`config.mk`:
```
export PLATFORM = sky130hd
export DESIGN_NAME = sac_adc_ctrl
export DESIGN_NICKNAME = d
export VERILOG_FILES = /design/src/rtl/sac_pkg.sv /design/src/rtl/sac_adc_ctrl.sv
export SDC_FILE = /design/constraint.sdc
export NUM_CORES = 1
export LEC_CHECK = 0
export ABC_AREA = 0
export ABC_CLOCK_PERIOD_IN_PS = 3600
export BUFFER_PORTS_ARGS = -buffer_cell sky130_fd_sc_hd__buf_2
export CORE_MARGIN = 1
export CORE_UTILIZATION = 50
export DETAILED_ROUTE_END_ITERATION = 12
export PLACE_DENSITY = 0.83
export SYNTH_ARGS = -nofsm -noshare
export SYNTH_HDL_FRONTEND = slang
export SYNTH_SLANG_ARGS = --single-unit
export TNS_END_PERCENT = 1
```
`constraint.sdc`:
```
create_clock -name clk -period 3.6 [get_ports clk]
set_input_delay 0 -clock clk [delete_from_list [all_inputs] [get_ports clk]]
set_output_delay 0 -clock clk [all_outputs]
set_load 0.005 [all_outputs]
```
`src/rtl/sac_pkg.sv`:
```
/*
   constants, register map and field layouts of the converter control block.
   assumes a 100 MHz main clock and 32-bit apb data.
*/
`default_nettype none
package sac_pkg;
   // ---------------------------------------------------------------
   // register indices (byte address = 4 * index)
   // ---------------------------------------------------------------
   localparam logic [11:0] IDX_MODE   = 12'hfd8;
   localparam logic [11:0] IDX_RESULT = 12'hfda;
   localparam logic [11:0] IDX_MSET   = 12'hfdb;
   localparam logic [11:0] IDX_MCLR   = 12'hfdc;
   localparam logic [11:0] IDX_CLKCTL = 12'hfdd;
   localparam int          ADDR_W     = 14;

   // ---------------------------------------------------------------
   // field positions and reset values
   // ---------------------------------------------------------------
   localparam int        BIT_DONE   = 2;
   localparam int        BIT_START  = 3;
   localparam logic [7:0] MODE_RST  = 8'h04;
   localparam logic [7:0] CLK_RST   = 8'h00;
   localparam logic [7:0] RES_DEAD  = 8'h00;
   localparam logic [7:0] DAC_MSB   = 8'h80;
   localparam logic [7:0] DAC_ZERO  = 8'h00;

   // ---------------------------------------------------------------
   // timing, in main clock periods
   // ---------------------------------------------------------------
   localparam int         START_MAX_CYC = 16;
   localparam int         CONV_CYC      = 168;
   localparam int         SAMPLE_CYC    = 8;
   localparam int         STEPS         = 8;
   localparam int         STEP_CYC      = (CONV_CYC - SAMPLE_CYC) / STEPS;
   localparam logic [3:0] PRE_LAST      = 4'(START_MAX_CYC - 1);
   localparam logic [4:0] SAMPLE_LAST   = 5'(SAMPLE_CYC - 1);
   localparam logic [4:0] STEP_LAST     = 5'(STEP_CYC - 1);
   localparam logic [2:0] STEP_FINAL    = 3'(STEPS - 1);

   typedef struct packed {
      logic       bias_sel;
      logic [2:0] channel_select;
      logic       start;
      logic       done;
      logic [1:0] unused;
   } sac_mode_s;

   typedef struct packed {
      logic [1:0] unused_hi;
      logic [1:0] cpu_clock_divider;
      logic       main_osc_stop_bit;
      logic [1:0] unused_mid;
      logic       cpu_clock_source_bit;
   } sac_clkctl_s;

   typedef enum {ST_IDLE, ST_ALIGN, ST_SAMPLE, ST_STEP} sac_state_e;
endpackage
`default_nettype wire

```
`src/rtl/sac_adc_ctrl.sv`:
```
/*
   successive-approximation converter control with an apb register slave.
   assumes an external dac, comparator and sample-and-hold with an 8-way mux;
   the comparator output is asynchronous to clk.
*/
// Our own choice: register access over APB.
// Behaviour
// convert the selected one of eight channels to 8 bits by successive approximation.
// mode register written whole; done and start bits also settable and clearable alone.
// reset loads mode register with 04h, only done flag set.
// conversion begins at most sixteen clocks after the start bit is set.
// result register is 8 bits, read-only, whole reads only.
// reset leaves result register undefined.
// starting a conversion invalidates the previous result.
// mode bits 6..4 select the analog channel.
// hardware clears the start bit itself once conversion starts.
// at the end, result is loaded and the done flag set.
// done flag cleared within sixteen clocks of the start bit being set.
// one conversion takes 168 main clock periods.
// software waits per clock divider setting before polling the done flag.
// converter runs on main clock only; stops in stop, or halt on subclock.
// software avoids reading the shared port while channels 4..7 convert.
// writing 08h selects channel 0 and starts conversion.
// channel field n routes input n; bias select sits in bit 7.
// with the main oscillator stopped no conversion runs.
// bits resolved from msb to lsb, one trial per step, eight steps.
`timescale 1ns/1ps
`default_nettype none
module sac_adc_ctrl
   import sac_pkg::*;
(
   input  wire  logic              clk,
   input  wire  logic              rst,
   input  wire  logic              psel,
   input  wire  logic              penable,
   input  wire  logic              pwrite,
   input  wire  logic [ADDR_W-1:0] paddr,
   input  wire  logic [31:0]       pwdata,
   output var   logic [31:0]       prdata,
   output var   logic              pready,
   output var   logic              pslverr,
   input  wire  logic              stop_mode,
   input  wire  logic              halt_mode,
   input  wire  logic              cmp_in,
   output var   logic [7:0]        dac_code,
   output var   logic [2:0]        channel_sel,
   output var   logic              sample_hold,
   output var   logic              bias_sel
);
   // ---------------------------------------------------------------
   // apb decode
   // ---------------------------------------------------------------
   wire logic [11:0] idx       = paddr[ADDR_W-1:2];
   wire logic        hit_mode  = (idx == IDX_MODE);
   wire logic        hit_res   = (idx == IDX_RESULT);
   wire logic        hit_mset  = (idx == IDX_MSET);
   wire logic        hit_mclr  = (idx == IDX_MCLR);
   wire logic        hit_clk   = (idx == IDX_CLKCTL);
   wire logic        mapped    = hit_mode | hit_res | hit_mset | hit_mclr | hit_clk;
   // result is read-only: a write there is an error
   wire logic        bad       = ~mapped | (pwrite & hit_res);
   wire logic        first_acc = psel & penable & ~pready;
   wire logic        commit    = psel & penable & pready & pwrite & ~bad;
   wire logic        wr_mode   = commit & hit_mode;
   wire logic        wr_mset   = commit & hit_mset;
   wire logic        wr_mclr   = commit & hit_mclr;
   wire logic        wr_clk    = commit & hit_clk;

   sac_mode_s   mode_r;
   sac_mode_s   mode_nxt;
   sac_clkctl_s clk_r;
   logic [7:0]  result_r;
   logic [7:0]  result_nxt;
   sac_state_e  st_r;
   sac_state_e  st_nxt;
   logic [3:0]  pre_r;
   logic [4:0]  cnt_r;
   logic [4:0]  cnt_nxt;
   logic [2:0]  step_r;
   logic [2:0]  step_nxt;
   logic [7:0]  dac_nxt;
   logic        cmp_s1;
   logic        cmp_s2;
   logic        cmp_s3;
   logic        cmp_q;

   // a write that raises the start bit, whole or through the set register
   wire logic soc_req  = (wr_mode & pwdata[BIT_START]) | (wr_mset & pwdata[BIT_START]);
   // conversion runs only while the main clock feeds it
   wire logic stalled  = clk_r.main_osc_stop_bit | stop_mode
                         | (halt_mode & clk_r.cpu_clock_source_bit);
   wire logic go       = ~stalled & ~soc_req & (st_r == ST_ALIGN) & (pre_r == PRE_LAST);
   wire logic step_end = ~stalled & (st_r == ST_STEP) & (cnt_r == STEP_LAST);
   wire logic done     = step_end & (step_r == STEP_FINAL);
   wire logic [2:0] bit_k = 3'(STEP_FINAL - step_r);

   // ---------------------------------------------------------------
   // read mux
   // ---------------------------------------------------------------
   wire logic [7:0] rd_byte = hit_mode ? mode_r :
                              hit_res  ? result_r :
                              hit_clk  ? clk_r : DAC_ZERO;

   // ---------------------------------------------------------------
   // apb answer: pready one cycle into the access phase
   // ---------------------------------------------------------------
   always_ff @(posedge clk)
   begin
      if (rst)
      begin
         pready  <= 1'b0;
         prdata  <= '0;
         pslverr <= 1'b0;
      end
      else
      begin
         pready  <= first_acc;
         pslverr <= first_acc & bad;
         prdata  <= (first_acc & ~pwrite) ? {24'h000000, rd_byte} : '0;
      end
   end

   // ---------------------------------------------------------------
   // comparator synchroniser: change counts once stages 2 and 3 agree
   // ---------------------------------------------------------------
   always_ff @(posedge clk)
   begin
      if (rst)
      begin
         cmp_s1 <= 1'b0;
         cmp_s2 <= 1'b0;
         cmp_s3 <= 1'b0;
         cmp_q  <= 1'b0;
      end
      else
      begin
         cmp_s1 <= cmp_in;
         cmp_s2 <= cmp_s1;
         cmp_s3 <= cmp_s2;
         if (cmp_s2 == cmp_s3)
            cmp_q <= cmp_s3;
      end
   end

   // ---------------------------------------------------------------
   // mode register next value
   // ---------------------------------------------------------------
   always_comb
   begin
      mode_nxt = mode_r;
      if (wr_mode)
         mode_nxt = sac_mode_s'(pwdata[7:0]);
      if (wr_mset)
      begin
         mode_nxt.start = mode_nxt.start | pwdata[BIT_START];
         mode_nxt.done  = mode_nxt.done  | pwdata[BIT_DONE];
      end
      if (wr_mclr)
      begin
         mode_nxt.start = mode_nxt.start & ~pwdata[BIT_START];
         mode_nxt.done  = mode_nxt.done  & ~pwdata[BIT_DONE];
      end
      if (go & ~soc_req)
         mode_nxt.start = 1'b0;
      if (go)
         mode_nxt.done = 1'b0;
      // hardware set wins over a software clear in the same cycle
      if (done)
         mode_nxt.done = 1'b1;
      mode_nxt.unused = 2'b00;
   end

   // ---------------------------------------------------------------
   // sequencer next state
   // ---------------------------------------------------------------
   always_comb
   begin
      st_nxt     = st_r;
      cnt_nxt    = cnt_r;
      step_nxt   = step_r;
      dac_nxt    = dac_code;
      result_nxt = result_r;
      if (soc_req)
         st_nxt = ST_ALIGN;
      else if (!stalled)
      begin
         case (st_r)
            ST_IDLE:
            begin
               if (mode_r.start)
                  st_nxt = ST_ALIGN;
            end
            ST_ALIGN:
            begin
               if (go)
               begin
                  st_nxt     = ST_SAMPLE;
                  cnt_nxt    = '0;
                  result_nxt = RES_DEAD;
               end
            end
            ST_SAMPLE:
            begin
               cnt_nxt = 5'(cnt_r + 5'd1);
               if (cnt_r == SAMPLE_LAST)
               begin
                  st_nxt   = ST_STEP;
                  cnt_nxt  = '0;
                  step_nxt = '0;
                  dac_nxt  = DAC_MSB;
               end
            end
            ST_STEP:
            begin
               cnt_nxt = 5'(cnt_r + 5'd1);
               if (step_end)
               begin
                  cnt_nxt        = '0;
                  dac_nxt[bit_k] = cmp_q;
                  if (done)
                  begin
                     st_nxt     = ST_IDLE;
                     result_nxt = dac_nxt;
                  end
                  else
                  begin
                     step_nxt           = 3'(step_r + 3'd1);
                     dac_nxt[bit_k - 1] = 1'b1;
                  end
               end
            end
            default:
               st_nxt = ST_IDLE;
         endcase
      end
   end

   // ---------------------------------------------------------------
   // state registers
   // ---------------------------------------------------------------
   always_ff @(posedge clk)
   begin
      if (rst)
      begin
         mode_r      <= sac_mode_s'(MODE_RST);
         clk_r       <= sac_clkctl_s'(CLK_RST);
         st_r        <= ST_IDLE;
         pre_r       <= '0;
         cnt_r       <= '0;
         step_r      <= '0;
         dac_code    <= DAC_ZERO;
         channel_sel <= '0;
         sample_hold <= 1'b0;
         bias_sel    <= 1'b0;
      end
      else
      begin
         mode_r      <= mode_nxt;
         if (wr_clk)
            clk_r <= sac_clkctl_s'(pwdata[7:0]);
         st_r        <= st_nxt;
         pre_r       <= 4'(pre_r + 4'd1);
         cnt_r       <= cnt_nxt;
         step_r      <= step_nxt;
         dac_code    <= dac_nxt;
         channel_sel <= mode_nxt.channel_select;
         sample_hold <= (st_nxt == ST_SAMPLE);
         bias_sel    <= mode_nxt.bias_sel;
      end
   end

   // result is left without reset on purpose
   always_ff @(posedge clk)
   begin
      result_r <= result_nxt;
   end

   // ---------------------------------------------------------------
   // checks
   // ---------------------------------------------------------------
   logic [7:0] run_cnt_r;
   logic [4:0] wait_cnt_r;
   always_ff @(posedge clk)
   begin
      if (rst || go)
         run_cnt_r <= '0;
      else if (!stalled && st_r != ST_IDLE && st_r != ST_ALIGN)
         run_cnt_r <= 8'(run_cnt_r + 8'd1);
      if (rst || soc_req || st_r != ST_ALIGN)
         wait_cnt_r <= '0;
      else if (!stalled)
         wait_cnt_r <= 5'(wait_cnt_r + 5'd1);
   end

   mode_reset_a: assert property (@(posedge clk) $past(rst) |-> mode_r == MODE_RST)
      else $error("mode register not 04h after reset");
   start_wait_a: assert property (@(posedge clk) disable iff (rst) wait_cnt_r < 5'(START_MAX_CYC))
      else $error("conversion did not begin within sixteen clocks");
   start_clear_a: assert property (@(posedge clk) disable iff (rst)
      (go && !soc_req) |=> !mode_r.start)
      else $error("start bit not cleared by hardware");
   done_low_a: assert property (@(posedge clk) disable iff (rst)
      (st_r == ST_STEP && !done && !wr_mode && !wr_mset) |=> !mode_r.done)
      else $error("done flag high during conversion");
   conv_len_a: assert property (@(posedge clk) disable iff (rst)
      done |-> run_cnt_r == 8'(CONV_CYC - 1))
      else $error("conversion length is not 168 clocks");
   result_load_a: assert property (@(posedge clk) disable iff (rst)
      done |=> mode_r.done && result_r == dac_code)
      else $error("result or done flag wrong at completion");
   osc_stop_a: assert property (@(posedge clk) disable iff (rst)
      (clk_r.main_osc_stop_bit && !soc_req) |=> st_r == $past(st_r))
      else $error("sequencer moved with main oscillator stopped");
   msb_first_a: assert property (@(posedge clk) disable iff (rst)
      (st_r == ST_SAMPLE && st_nxt == ST_STEP) |=> dac_code == DAC_MSB ##20 dac_code[6])
      else $error("first trial is not msb");
   result_ro_a: assert property (@(posedge clk) disable iff (rst)
      (first_acc && pwrite && hit_res) |=> pslverr && pready)
      else $error("write to result register not refused");
   invalid_a: assert property (@(posedge clk) disable iff (rst)
      go |=> result_r == RES_DEAD)
      else $error("old result survived a new start");
endmodule
`default_nettype wire

```
==> impl_metrics.json, run 1 <==
{
  "maxSlewHeadroom_pct": 36.56,
  "dr.pass1.iters": 4,
  "use_met2_pct": 32.95,
  "drc_errors": 0,
  "powerDensity_nw_per_um2": 394.9,
  "port-buffer-count": 50,
  "grt_pass1_wl_mm": 12.68,
  "final_util_pct": 58.39,
  "dieHeight_um": 91.26,
  "drv_cap": 0,
  "gr-usage-met1_pct": 22.85,
  "clk_pin_slew_ps": 90,
  "ys_types": 52,
  "grt_pass1_vias": 2806,
  "period_share_pct": 72.44,
  "synth_edf_count": 8,
  "cp-end-kind": "flip-flop",
  "yosysSeqAreaShare_pct": 46.73,
  "synthToLayoutAreaGrowth_pct": 13.25,
  "cts_root_buf": "clkbuf_8",
  "fill_cells": 651,
  "setup_viol": 0,
  "numCtsBuffers": 9,
  "drive_above_1_share_pct": 17.27,
  "yosysWarnings": 0,
  "final_common_cell": "dfxtp_1",
  "drt_wl_total_mm": 7.696,
  "post_cts_buffers": 0,
  "syn_inst": 441,
  "p_leak_nw": 1.846,
  "period_minus_slack_ps": 2608,
  "post_drt_wl_per_cell_um": 12.83,
  "critPathBufInv": 3,
  "multiInputGateArea_um2": 1904,
  "critPathKind": "in -> reg",
  "crit_family": "simple AND/OR/NAND/NOR gates",
  "crit_path_max_incr_delay_ps": 730,
  "io_pins": 101,
  "arrival_ps": 2890,
  "rsz0062_at_grt": "no",
  "skew_ps": 7.451,
  "start_util_pct": 51.55,
  "die_w_um": 91.26,
  "clk_path_buf_depth": 2,
  "tritoncts": "yes",
  "dieArea_um2": 8328,
  "grt_max_degree": 43,
  "grt_overflow": 0,
  "clock-sinks": 89,
  "ant_nets": 0,
  "setup_tns_ps": 0,
  "slew_viol_final": 0,
  "worst_pin_slew_ps": 943.0,
  "status": "complete, no violations",
  "finalHoldViolations": 0,
  "avgViaCountPerCell": 5.182,
  "synth-main-ff-cell": "dfxtp_1",
  "hold_path_class": "in -> reg",
  "gp_congestion": 0.8730,
  "placementRows": 32,
  "hpwl_mm": 5.414,
  "fmax_mhz": 383.5,
  "cts_max_level": 3,
  "synth_area_um2": 3984,
  "nNetsFinal": 551,
  "top_usage_layer": "met2",
  "gr-usage-all-layers_pct": 19.06,
  "antenna_found_initial": 0,
  "crit_path_start_kind": "input pin",
  "avgSynthCellArea_um2": 9.034,
  "clk_latency_ps": 350,
  "seqCellArea_um2": 1862,
  "met3_usage_pct": 4.690,
  "num_antenna_cells": 0,
  "critPathMaxFanout": 6,
  "worstPathCellList": "dlygate4sd3_1 > buf_2 > nand2_1 > dlygate4sd3_1 > nor3_1 > or3b_2 > nor4_1 > nand2_1 > o21ai_0",
  "layout_common_cells": "81 x dfxtp_1, 50 x buf_2, 44 x nor2_1",
  "drtIter0Drc": 294,
  "synth-seq-cells": 89,
  "ir_worst_vdd_mv": 0.2938,
  "vias": 3109,
  "fp.coreArea_um2": 7727,
  "required_ps": 3880,
  "async_reset_ff_share_pct": 0,
  "cp_slowest_cell": "nor4_1"
}
==> cells by family after synthesis <==
group	after synthesis	synth area share, %
AOI/OAI and AO/OA	66	10.52
xor gates and xnor gates	4	0.8796
adders and majority gates	4	1.256
buffers and inverters	51	7.631
DFF	89	46.73
muxes	20	5.025
other	1	0.09413
and+or+nand+nor	206	27.86
==> worst reg2reg max path, delay by kind of cell (launching register included) <==
family	cells	cell delay, ps
simple gates	5	2060
flops	1	310
compound gates	1	130
==> through the flow <==
stage / worst slack (ps) / hold WS (ps) / std cells / power, mW / area, µm²
after floorplan: 1063 / 95.03 / 464 / 1.081 / 4070
after global placement: 1072 / 221.3 / 573 / 1.087 / 4189
after detailed placement: 1041 / 225.6 / 573 / 1.088 / 4189
after CTS: 994.6 / 76.41 / 600 / 1.803 / 4512
after global routing: 761.6 / 100.5 / 600 / 1.847 / 4512
final: 992.1 / 92.24 / 600 / 1.782 / 4512
==> flip-flops by register name, summed over array words and instances (netlist names) <==
name,count
pslverr,1
st_r,32
cmp_s2,1
sample_hold,1
cnt_r,5
cmp_q,1
dac_code,8
cmp_s3,1
step_r,3
result_r,8
mode_r,6
pready,1
prdata,8
pre_r,4
clk_r,8
cmp_s1,1
==> layer usage <==
| metal | vias to the layer above | wire (µm) |
|---|---|---|
| met5 | - | 0 |
| met4 | 0 | 97 |
| met3 | 11 | 318 |
| met2 | 83 | 3832 |
| met1 | 1436 | 3447 |
| li1 | 1579 | - |
==> timing repair <==
action                    in CTS  in global routing
hold buffers                  11                  0
hold endpoints to repair      17                  0
gates resized for setup        0                  0
==> cells in the mapped netlist (2+ instances only) <==
cell type	number	area share, %
a211oi_1	6	1.1
a21bo_2	2	0.50
a21oi_1	18	2.3
a311oi_1	2	0.44
a31oi_1	5	0.79
a41oi_1	4	0.88
and2_1	30	4.7
and2_2	2	0.38
and3_1	2	0.31
buf_4	27	5.1
clkbuf_1	18	1.7
dfxtp_1	81	41
edfxtp_1	8	6.0
ha_1	4	1.3
inv_1	4	0.38
mux2i_1	20	5.0
nand2_1	42	4.0
nand2b_1	8	1.3
nand3_1	11	1.4
nand3b_1	7	1.3
nand4_1	7	1.1
nor2_1	44	4.1
nor2b_1	12	1.9
nor3_1	13	1.6
nor3b_1	4	0.75
nor4_1	7	1.1
o21a_1	3	0.57
o21ai_0	19	2.4
or2_2	2	0.31
or3_1	2	0.31
or4_1	3	0.57
or4_4	2	0.57
xnor2_1	2	0.44
xor2_1	2	0.44
==> where the power goes <==
group          switching (mW)  internal [mW]  leakage, nW  total [mW]
sequential            0.00302           1.00        0.742        1.00
clock                   0.344          0.363        0.104       0.707
combinational          0.0395         0.0317         1.00      0.0712
total                   0.386           1.40         1.85        1.78
==> worst paths after layout <==
path                            start               endpoint  slack, ps  cells past startpoint
setup / recovery              penable   prdata[4]$_SDFF_PP0_        990                      9
hold / removal               paddr[3]     pslverr$_SDFF_PP0_         90                      3
setup reg to reg  st_r[12]$_SDFF_PP0_  cnt_r[4]$_SDFFE_PP0P_       1030                      6
hold reg to reg     cmp_s1$_SDFF_PP0_      cmp_s2$_SDFF_PP0_        440                      1
==> cell type report <==
class | instances | share of cell area (%)
Clock buffer | 10 | 3.300
Clock inverter | 6 | 1.414
Inverter | 4 | 0.3328
Multi-Input combinational cell | 324 | 42.21
Sequential cell | 89 | 41.26
Tap cell | 102 | 2.829
Timing Repair Buffer | 65 | 8.652
No activity file was read; power rests on OpenSTA's default activity.
==> inputs of run 2 (changes only) <==
ABC_CLOCK_PERIOD_IN_PS = 2500   (was 3600)
clock period = 2.5 ns   (was 3.6 ns; I/O delays follow)
==> run 2 against run 1 <==
Against the previous run: clock skew grew 6.7 ps; combinational power up 45%; final cell count grew 1.2%; largest cell class unchanged; largest power group unchanged.
==> impl_metrics.json, run 2 (same netlist as run 1, synthesis figures left out) <==
{
  "worst_pin_slew_ps": 571.0,
  "io_pins": 101,
  "skew_ps": 14.10,
  "critPathMaxFanout": 6,
  "drc_errors": 0,
  "gp_congestion": 0.8686,
  "clk_latency_ps": 360,
  "maxSlewHeadroom_pct": 61.64,
  "critPathKind": "reg -> reg",
  "clock-sinks": 89,
  "postLayoutCellArea_um2": 4563,
  "post_drt_wl_per_cell_um": 12.77,
  "hold_slack_ps": 92.85,
  "avgViaCountPerCell": 5.226,
  "post_cts_buffers": 0,
  "drv_cap": 0,
  "placementRows": 32,
  "fin_ws_ps": 50.94,
  "port-buffer-count": 50,
  "rr_worst_depth": 6,
  "dieHeight_um": 91.26,
  "clk_path_buf_depth": 2,
  "period_share_pct": 97.96,
  "ant_nets": 0,
  "grt_max_degree": 42,
  "cts_root_buf": "clkbuf_8",
  "layout_common_cells": "81 x dfxtp_1, 50 x buf_2, 44 x nor2_1",
  "status": "complete, no violations",
  "drt_wl_total_mm": 7.749,
  "crit_path_start_kind": "flip-flop",
  "start_util_pct": 51.55,
  "place_ws_ps": 54.13,
  "finalPower_mw": 2.536,
  "fill_cells": 651,
  "period_minus_slack_ps": 2449,
  "final_common_cell": "dfxtp_1",
  "rsz0062_at_grt": "yes",
  "grt_overflow": 0,
  "drtIter0Drc": 231,
  "cts_max_level": 3,
  "setup_viol": 0,
  "clk_pin_slew_ps": 90,
  "ir_worst_vdd_mv": 0.4186,
  "arrival_ps": 2740,
  "dr.pass1.iters": 4,
  "hold_path_class": "in -> reg",
  "slew_viol_final": 0,
  "holdPathStages": 3,
  "dieArea_um2": 8328,
  "numCtsBuffers": 9,
  "vias": 3172,
  "antenna_found_initial": 0,
  "top_register": "st_r",
  "drive_above_1_share_pct": 18.61,
  "num_antenna_cells": 0,
  "finalHoldViolations": 0,
  "largest_register_ffs": 32,
  "grt_pass1_vias": 2998,
  "p_leak_nw": 1.887,
  "fmax_mhz": 408.3,
  "cp-end-kind": "flip-flop",
  "synthToLayoutAreaGrowth_pct": 14.54,
  "gr-usage-all-layers_pct": 19.79,
  "setup_tns_ps": 0,
  "fp.coreArea_um2": 7727,
  "nNetsFinal": 558,
  "powerDensity_nw_per_um2": 555.8,
  "required_ps": 2790,
  "placed_cell_area_um2": 4248,
  "grt_pass1_wl_mm": 13.22,
  "hpwl_mm": 5.538,
  "tritoncts": "yes",
  "die_w_um": 91.26
}
-- run 2: layer usage --
layer	vias up	global-route usage (%)	wire length, µm
li1	1603	-	-
met1	1458	22.45	3325
met2	98	35.86	3912
met3	13	4.774	399
met4	0	7.275	111
met5	-	0	0
-- run 2: layout make-up --
| type | instances | area (µm²) | area share [%] |
|---|---|---|---|
| repair buffers | 72 | 442.9 | 9.707 |
| well taps | 102 | 127.6 | 2.797 |
| inverters | 4 | 15.01 | 0.3290 |
| clock inverters | 7 | 75.07 | 1.645 |
| clock buffers | 9 | 123.9 | 2.715 |
| multi-input cells | 324 | 1917 | 42.01 |
| flip-flops and latches | 89 | 1862 | 40.80 |
-- run 2: worst paths after layout --
| path | slack (ps) | from | end |
|---|---|---|---|
| worst max-delay path | 50 | st_r[2]$_SDFF_PP0_ | cnt_r[4]$_SDFFE_PP0P_ |
| worst min-delay path | 90 | paddr[3] | pslverr$_SDFF_PP0_ |
| worst max register to register | 50 | st_r[2]$_SDFF_PP0_ | cnt_r[4]$_SDFFE_PP0P_ |
| worst min register to register | 440 | cmp_s1$_SDFF_PP0_ | cmp_s2$_SDFF_PP0_ |
-- run 2: what timing repair did --
| action | in CTS | in global routing |
|---|---|---|
| endpoints found under the hold margin | 17 | 0 |
| endpoints found under the setup margin | 0 | 12 |
| gates resized for setup | 0 | 2 |
| hold buffers | 11 | 0 |
-- run 2: worst max-delay path: stages (launching register included) --
cell,delay (ps)
dfxtp_1,320
or4_4,550
nor4_4,340
nand2_2,90
or3_4,410
or4_4,530
a21oi_2,140
-- run 2: power by group --
part	switching [mW]	internal (mW)	total, mW
clock	0.516	0.471	0.987
sequential	0.00437	1.44	1.45
combinational	0.0571	0.0464	0.103
-- run 2: stage by stage --
stage          util, %  std cells
5_1_grt          59.05        607
4_1_cts          58.97        607
3_3_place_gp     54.97        580
3_5_place_dp     54.97        580
6_report         59.05        607
2_1_floorplan        -        464
